<file path="src/inc/lsir_pkg.sv">
// constants for the light sensor interrupt reporting block
package lsir_pkg;
    // ---------------------------------------------
    // register offsets
    // ---------------------------------------------
    localparam logic [3:0] ADDR_RESULT = 4'h0;
    localparam logic [3:0] ADDR_CONFIG = 4'h1;
    localparam logic [3:0] ADDR_LOW = 4'h2;
    localparam logic [3:0] ADDR_HIGH = 4'h3;
    // ---------------------------------------------
    // configuration field positions
    // ---------------------------------------------
    localparam int CFG_FC_LSB = 0;
    localparam int CFG_SENSE = 2;
    localparam int CFG_LATCH = 4;
    localparam int CFG_MODE_LSB = 5;
    localparam int CFG_RDY = 7;
    localparam int CFG_FH = 8;
    localparam int CFG_FL = 9;
    localparam int LOW_EXP_LSB = 14;
    // ---------------------------------------------
    // encodings and values after reset
    // ---------------------------------------------
    localparam logic [1:0] MODE_SHUTDOWN = 2'h0;
    localparam logic [1:0] EOC_CODE = 2'h3;
    localparam logic [1:0] FC_RST = 2'h0;
    localparam logic SENSE_RST = 1'h0;
    localparam logic LATCH_RST = 1'h1;
    localparam logic [1:0] MODE_RST = 2'h0;
    localparam logic [15:0] LOW_RST = 16'h0000;
    localparam logic [15:0] HIGH_RST = 16'hBFFF;
    localparam logic [15:0] DATA_ZERO = 16'h0000;
endpackage

</file>
<file path="src/design/lsir_streak.sv">
// consecutive condition counter with saturation at the needed count
`timescale 1ns/1ps
module lsir_streak #(
    parameter int WIDTH = 4
) (
    input wire logic clk,
    input wire logic rst,
    input wire logic step,
    input wire logic cond,
    input wire logic [WIDTH-1:0] need,
    output logic hit
);
    logic [WIDTH-1:0] cnt_r;
    logic [WIDTH-1:0] cnt_nxt;

    initial begin
        if (WIDTH < 4) $error("lsir_streak: WIDTH must hold a count of 8");
    end

    // restart on a miss, saturate once the streak is long enough
    always_comb begin
        cnt_nxt = cnt_r;
        if (step) begin
            if (!cond) cnt_nxt = '0;
            else if (cnt_r < need) cnt_nxt = WIDTH'(cnt_r + 1'b1);
        end
    end

    assign hit = step && cond && (cnt_nxt >= need);

    always_ff @(posedge clk) begin
        if (rst) cnt_r <= '0;
        else cnt_r <= cnt_nxt;
    end
endmodule

</file>
<file path="src/design/lsir_sync.sv">
// two flip-flop synchroniser for one level
`timescale 1ns/1ps
module lsir_sync #(
    parameter logic RST_VAL = 1'b0
) (
    input wire logic clk,
    input wire logic rst,
    input wire logic d,
    output logic q
);
    logic meta_r;

    always_ff @(posedge clk) begin
        if (rst) begin
            // reset to the idle level of the pin so no false edge follows
            meta_r <= RST_VAL;
            q <= RST_VAL;
        end else begin
            meta_r <= d;
            q <= meta_r;
        end
    end
endmodule

</file>
<file path="src/design/lsir_top.sv">
// interrupt and flag reporting of an ambient light sensor
//
// Our own choices: strobed register access and the placing of the registers.
`timescale 1ns/1ps
module lsir_top #(
    parameter int CNT_WIDTH = 4
) (
    input wire logic CLOCK,
    input wire logic RESET,
    input wire logic [3:0] ADDR,
    input wire logic [15:0] WDATA,
    input wire logic WR,
    input wire logic RD,
    output logic [15:0] RDATA,
    input wire logic CONV_DONE,
    input wire logic [15:0] CONV_RESULT,
    input wire logic LINK_CLK,
    input wire logic LINK_ARA,
    output logic ALERT_ANSWER,
    output logic INT_OUT,
    output logic INT_OE,
    output logic FLAG_HIGH,
    output logic FLAG_LOW,
    output logic CONV_READY
);
    // ---------------------------------------------
    // declarations
    // ---------------------------------------------
    logic [1:0] fc_r;
    logic sense_r;
    logic latch_r;
    logic [1:0] mode_r;
    logic [15:0] low_r;
    logic [15:0] high_r;
    logic [15:0] result_r;
    logic rdy_r;
    logic fh_r;
    logic fl_r;
    logic int_r;
    logic rdy_nxt;
    logic fh_nxt;
    logic fl_nxt;
    logic int_nxt;
    logic sense_nxt;
    logic cfg_rd;
    logic cfg_wr;
    logic wr_run;
    logic latch_clear;
    logic eoc;
    logic hi_hit;
    logic lo_hit;
    logic [CNT_WIDTH-1:0] need;
    logic lclk_s;
    logic ara_s;
    logic lclk_d_r;
    logic ara_smp_r;
    logic lclk_rise;
    logic ara_evt;
    logic [15:0] rd_nxt;

    initial begin
        if (CNT_WIDTH < 4) $error("lsir_top: CNT_WIDTH must hold 8");
    end

    // ---------------------------------------------
    // decode
    // ---------------------------------------------
    assign cfg_rd = RD && (ADDR == lsir_pkg::ADDR_CONFIG);
    assign cfg_wr = WR && (ADDR == lsir_pkg::ADDR_CONFIG);
    assign wr_run = cfg_wr && (WDATA[lsir_pkg::CFG_MODE_LSB +: 2]
        != lsir_pkg::MODE_SHUTDOWN);
    assign latch_clear = cfg_wr && latch_r && !WDATA[lsir_pkg::CFG_LATCH];
    assign eoc = (low_r[lsir_pkg::LOW_EXP_LSB +: 2]
        == lsir_pkg::EOC_CODE);
    assign need = CNT_WIDTH'(4'h1 << fc_r);
    assign sense_nxt = cfg_wr ? WDATA[lsir_pkg::CFG_SENSE] : sense_r;

    // ---------------------------------------------
    // alert response seen on the link clock
    // ---------------------------------------------
    lsir_sync #(.RST_VAL(1'b1)) u_sync_clk (
        .clk(CLOCK),
        .rst(RESET),
        .d(LINK_CLK),
        .q(lclk_s)
    );

    lsir_sync u_sync_ara (
        .clk(CLOCK),
        .rst(RESET),
        .d(LINK_ARA),
        .q(ara_s)
    );

    always_ff @(posedge CLOCK) begin
        if (RESET) begin
            // link clock idles high
            lclk_d_r <= 1'b1;
            ara_smp_r <= 1'b0;
        end else begin
            lclk_d_r <= lclk_s;
            if (lclk_rise) ara_smp_r <= ara_s;
        end
    end

    assign lclk_rise = lclk_s && !lclk_d_r;
    assign ara_evt = lclk_rise && ara_s && !ara_smp_r;

    // ---------------------------------------------
    // consecutive fault streaks
    // ---------------------------------------------
    lsir_streak #(.WIDTH(CNT_WIDTH)) u_streak_hi (
        .clk(CLOCK),
        .rst(RESET),
        .step(CONV_DONE),
        .cond(CONV_RESULT > high_r),
        .need(need),
        .hit(hi_hit)
    );

    lsir_streak #(.WIDTH(CNT_WIDTH)) u_streak_lo (
        .clk(CLOCK),
        .rst(RESET),
        .step(CONV_DONE),
        .cond(CONV_RESULT < low_r),
        .need(need),
        .hit(lo_hit)
    );

    // ---------------------------------------------
    // software registers
    // ---------------------------------------------
    always_ff @(posedge CLOCK) begin
        if (RESET) begin
            fc_r <= lsir_pkg::FC_RST;
            sense_r <= lsir_pkg::SENSE_RST;
            latch_r <= lsir_pkg::LATCH_RST;
            mode_r <= lsir_pkg::MODE_RST;
        end else if (cfg_wr) begin
            fc_r <= WDATA[lsir_pkg::CFG_FC_LSB +: 2];
            sense_r <= WDATA[lsir_pkg::CFG_SENSE];
            latch_r <= WDATA[lsir_pkg::CFG_LATCH];
            mode_r <= WDATA[lsir_pkg::CFG_MODE_LSB +: 2];
        end
    end

    always_ff @(posedge CLOCK) begin
        if (RESET) begin
            low_r <= lsir_pkg::LOW_RST;
            high_r <= lsir_pkg::HIGH_RST;
        end else if (WR && ADDR == lsir_pkg::ADDR_LOW) begin
            low_r <= WDATA;
        end else if (WR && ADDR == lsir_pkg::ADDR_HIGH) begin
            high_r <= WDATA;
        end
    end

    always_ff @(posedge CLOCK) begin
        if (RESET) result_r <= lsir_pkg::DATA_ZERO;
        else if (CONV_DONE) result_r <= CONV_RESULT;
    end

    // ---------------------------------------------
    // flag and interrupt update; sets win over clears, except that with latch 0 a low streak overrides a high streak
    // ---------------------------------------------
    always_comb begin
        rdy_nxt = rdy_r;
        fh_nxt = fh_r;
        fl_nxt = fl_r;
        int_nxt = int_r;
        if (cfg_rd || wr_run) rdy_nxt = 1'b0;
        if (latch_r && cfg_rd) begin
            fh_nxt = 1'b0;
            fl_nxt = 1'b0;
            int_nxt = 1'b0;
        end
        if (latch_r && ara_evt) int_nxt = 1'b0;
        if (eoc && (cfg_rd || wr_run)) int_nxt = 1'b0;
        if (latch_clear) int_nxt = 1'b0;
        if (CONV_DONE) begin
            rdy_nxt = 1'b1;
            if (eoc) int_nxt = 1'b1;
            if (hi_hit) begin
                fh_nxt = 1'b1;
                if (!latch_r) fl_nxt = 1'b0;
                if (!eoc) int_nxt = 1'b1;
            end
            if (lo_hit) begin
                fl_nxt = 1'b1;
                if (!latch_r) fh_nxt = 1'b0;
                if (!eoc) int_nxt = latch_r;
            end
        end
    end

    always_ff @(posedge CLOCK) begin
        if (RESET) begin
            rdy_r <= 1'b0;
            fh_r <= 1'b0;
            fl_r <= 1'b0;
            int_r <= 1'b0;
        end else begin
            rdy_r <= rdy_nxt;
            fh_r <= fh_nxt;
            fl_r <= fl_nxt;
            int_r <= int_nxt;
        end
    end

    // ---------------------------------------------
    // pins: open drain, enable pulls the line low
    // ---------------------------------------------
    always_ff @(posedge CLOCK) begin
        if (RESET) begin
            // interrupt inactive after reset: enable equals sense select
            INT_OE <= lsir_pkg::SENSE_RST;
            INT_OUT <= 1'b0;
            ALERT_ANSWER <= 1'b0;
        end else begin
            INT_OE <= (int_nxt != sense_nxt);
            INT_OUT <= 1'b0;
            ALERT_ANSWER <= ara_evt && latch_r && int_r;
        end
    end

    assign FLAG_HIGH = fh_r;
    assign FLAG_LOW = fl_r;
    assign CONV_READY = rdy_r;

    // ---------------------------------------------
    // read port
    // ---------------------------------------------
    always_comb begin
        rd_nxt = lsir_pkg::DATA_ZERO;
        case (ADDR)
            lsir_pkg::ADDR_RESULT: rd_nxt = result_r;
            lsir_pkg::ADDR_CONFIG: begin
                rd_nxt[lsir_pkg::CFG_FC_LSB +: 2] = fc_r;
                rd_nxt[lsir_pkg::CFG_SENSE] = sense_r;
                rd_nxt[lsir_pkg::CFG_LATCH] = latch_r;
                rd_nxt[lsir_pkg::CFG_MODE_LSB +: 2] = mode_r;
                rd_nxt[lsir_pkg::CFG_RDY] = rdy_r;
                rd_nxt[lsir_pkg::CFG_FH] = fh_r;
                rd_nxt[lsir_pkg::CFG_FL] = fl_r;
            end
            lsir_pkg::ADDR_LOW: rd_nxt = low_r;
            lsir_pkg::ADDR_HIGH: rd_nxt = high_r;
            default: rd_nxt = lsir_pkg::DATA_ZERO;
        endcase
    end

    always_ff @(posedge CLOCK) begin
        if (RESET) RDATA <= lsir_pkg::DATA_ZERO;
        else if (RD) RDATA <= rd_nxt;
    end
endmodule

</file>
<file path="config.mk">
export PLATFORM = sky130hd
export DESIGN_NAME = lsir_top
export DESIGN_NICKNAME = d
export VERILOG_FILES = /design/src/inc/lsir_pkg.sv /design/src/design/lsir_streak.sv /design/src/design/lsir_sync.sv /design/src/design/lsir_top.sv
export SDC_FILE = /design/constraint.sdc
export NUM_CORES = 1
export LEC_CHECK = 0
export BUFFER_PORTS_ARGS = -buffer_cell sky130_fd_sc_hd__buf_4
export CORE_MARGIN = 4
export CORE_UTILIZATION = 58
export DETAILED_ROUTE_END_ITERATION = 8
export PLACE_DENSITY = 0.77
export SLEW_MARGIN = 0
export SYNTH_ARGS = -nofsm -noshare
export SYNTH_HDL_FRONTEND = slang
export SYNTH_SLANG_ARGS = --single-unit
</file>
<file path="constraint.sdc">
create_clock -name CLOCK -period 4.5 [get_ports CLOCK]
set_input_delay 0.45 -clock CLOCK [delete_from_list [all_inputs] [get_ports CLOCK]]
set_output_delay 0.45 -clock CLOCK [all_outputs]
set_load 0.01 [all_outputs]
</file>
==> key figures <==
Synth
  • Net Count, Synth: 646
  • Yosys warnings: 0
  • Cells after Synth: 556
  • Top cells by area, synth: dfxtp_1 38%, ha_1 12%, nand2_1 6.4%
  • Share of the synthesized area in the top cell type: 0.376
  • Main flop type after synthesis: dfxtp_1
  • Post-synth top area cell: dfxtp_1
  • Part of the Yosys area used for sequential elements: 0.376
  • Avg Inst Size Synth: between 8 and 9 µm²
  • Ys async rst share: 0
  • Cell Area, Synth: 4790 µm²
  • Synth Register Bits: 90
  • Post-synth EDFFs: 0
  • Synth unique cells: 50

STA
  • Final hold violations: 0
  • Normalized max-slew margin: 0.401
  • Final setup TNS: 0 ns
  • Post-route minimum period: 3.82 ns
  • Final setup violation count: 0
  • Clock skew: about 0.0068 ns
  • RSZ-0062 raised after global routing: false
  • Fin. max-slew vios: 0
  • Slew @ Worst Pin: 0.897 ns
  • Final Cycle Share: 0.850
  • F_max: 0.262 GHz
  • Worst hold slack: around 0.27 ns

Layout
  • Ratio of cells with drive above 1 in the final layout: 0.168
  • Diodes inserted: 0
  • Most frequent cells in the layout: 90 x dfxtp_1, 81 x nand2_1, 69 x nor2_1
  • Final-stage net count: 699
  • Synthesis-to-layout area growth: 15.4%
  • Commonest non-fill, non-tap cell in the layout: dfxtp_1
  • Non-Filler Instances: about 720
  • Post-layout instance area: 5530 µm²

Die
  • Starting Density: 0.607
  • Die W: 98.9 µm
  • Die Ht: 98.9 µm
  • Area of the core: 7890 µm²
  • Top Ports: 65
  • Die area: 9770 µm²
  • Row count: 32

Power
  • Leakage: between 0.002 and 0.003 µW
  • P_sw: roughly 430 µW
  • Clock Power Share: 0.358
  • Switching Fraction: 0.258
  • Max VDD drop: 0.156 mV
  • Comb power frac: 0.136
  • Power Dens Cells: 299 nW/µm²
  • Sequential power share: 0.506
  • Pint: approximately 1200 µW

Setup path
  • CP arrival: ~4.1 ns
  • Worst setup EP type: flop
  • FF-to-FF setup slack: 0.68 ns
  • R2R cell count: 15
  • Launching point of the worst reg2reg path: low_r[2]
  • Required time of the worst setup path: 4.76 ns
  • RR Endpoint: INT_OE
  • Critical path launch point type: flop
  • WS Path Type: reg2reg
  • Crit path max fanout: 5

CTS
  • Clock-pin slew on the worst setup and hold paths: 0.09 ns
  • CTS tree: done
  • CTS Buffer Depth: 2
  • TritonCTS Sinks: 90
  • CTS H-Tree Depth: 3
  • Root Buffer: clkbuf_8
  • Post-CTS setup buffer count: 0
  • Inserted Clock Buffers: 9
  • Post-CTS Resized: 0
  • Clk_lat worst skew: 0.36 ns
  • Hold-fix buffers, CTS: 0

Route
  • Via count: 4160
  • Wire length on met3: between 700 and 800 µm
  • DRT Pass-1 Iters: 5
  • Vias per std cell: 5.82
  • Drt total wl: between 10000 and 15000 µm
  • DR iter-0 viols: 228
  • Routed wl met2: ~6100 µm
  • DRT antenna net count: 0
  • Met1 WL: just over 5000 µm
  • Max layer used: met4
  • Residual DRC: 0
  • WL/cell: 17.1 µm

Worst hold path
  • Hold EP: u_sync_clk.meta_r
  • Hold Path Cell Cnt: 2
  • Hold_sp: LINK_CLK
  • HP Class: in2reg

Global routing
  • Vias in the first global route: between 4000 and 5000
  • First-pass GRT wire length: 20000 µm
  • Grt ovf: 0
  • GR Util All Layers: 0.252
  • Largest net degree at the start of global routing: 91
  • Initial antenna violation count: 0

Placement
  • Global placer's final weighted congestion: just over 0.8
  • Placed cell area: between 5000 and 6000 µm²
  • HPWL after detailed placement: 8690 µm
  • Port Buffers: 63
  • Placed Instances: 700

Run
  • MaxCap Viol Count: 0

Run status
  • Status: finished, final reports clean
## logic make-up after synthesis
| group | after synthesis | share of synthesized area |
|---|---|---|
| muxes | 34 | 0.0967 |
| adders and majority gates | 47 | 0.123 |
| other | 1 | 0.000783 |
| buffers and inverters | 60 | 0.0486 |
| AOI/OAI and AO/OA | 102 | 0.133 |
| DFF | 90 | 0.376 |
| and+or+nand+nor | 218 | 0.215 |
| xor gates and xnor gates | 4 | 0.00732 |
## critical path, stage by stage, from the launching register on
cell      delay (ns)
dfxtp_1         0.36
inv_1           0.05
ha_1            0.29
a211oi_1        0.24
o21ai_0         0.18
a211oi_1        0.37
o21ai_1         0.25
nor3b_1         0.31
mux2i_1         0.16
ha_1            0.31
o21ai_0         0.17
a21oi_1         0.08
o21ai_0         0.22
nor2_1          0.11
mux2_4          0.33
mux2_4          0.29
## through the flow
| step | utilization | total power, µW | setup WS (ns) |
|---|---|---|---|
| 5_1_grt | 0.701 | 1720 | 0.339 |
| 3_5_place_dp | 0.674 | 1070 | 0.572 |
| 4_1_cts | 0.701 | 1650 | 0.705 |
| 6_report | 0.701 | 1650 | 0.677 |
| 2_1_floorplan | - | 990 | 1.09 |
| 3_3_place_gp | 0.674 | 1070 | 0.688 |
## how the worst max path moves through the flow
stage                          from  endpoint  cells after the start
finish                     low_r[2]    INT_OE                     15
floorplan            CONV_RESULT[7]    INT_OE                     14
CTS                         fc_r[1]    INT_OE                     15
global route                fc_r[1]    INT_OE                     15
global placement    CONV_RESULT[14]    INT_OE                     15
detailed placement   CONV_RESULT[2]    INT_OE                     15
## metal layers
layer  up-vias  GRT usage
met4         0     0.0840
li1       2024          -
met3        27     0.0460
met2       131      0.441
met5         -          0
met1      1978      0.311
## registers in the layout (all words and copies together), names as in the netlist, 2 cells and up
register,cells
RDATA,16
low_r,16
u_streak_lo.cnt_r,4
fc_r,2
result_r,16
u_streak_hi.cnt_r,4
high_r,16
mode_r,2
## synth_stat cells, drive strengths merged, types with 4 or more instances
cell type	instances
nand4	8
nand3	4
and3	4
nor3	7
and2	4
a21oi	38
o21ai	25
xor2	4
mux2i	23
inv	35
nor2b	11
or2	4
ha	47
nand3b	16
a211oi	4
a22oi	17
mux4	9
nor2	69
clkbuf	19
buf	5
nand2	81
dfxtp	90
## power groups by stage
| stage | combinational, µW | clock [µW] | sequential, µW |
|---|---|---|---|
| finish | 224 | 591 | 836 |
| global route | 248 | 629 | 839 |
| CTS | 223 | 595 | 835 |
| detailed placement | 221 | 0 | 854 |
| global placement | 215 | 0 | 853 |
| floorplan | 139 | 0 | 851 |
## final cells by class
class | instances | area [µm²]
repair buffers | 66 | 495
clock buffers | 12 | 165
fillers | 645 | 2360
clock inverters | 3 | 47.5
well taps | 102 | 128
inverters | 36 | 135
multi-input cells | 406 | 2750
flip-flops and latches | 90 | 1800
No activity file was read; power rests on OpenSTA's default activity.
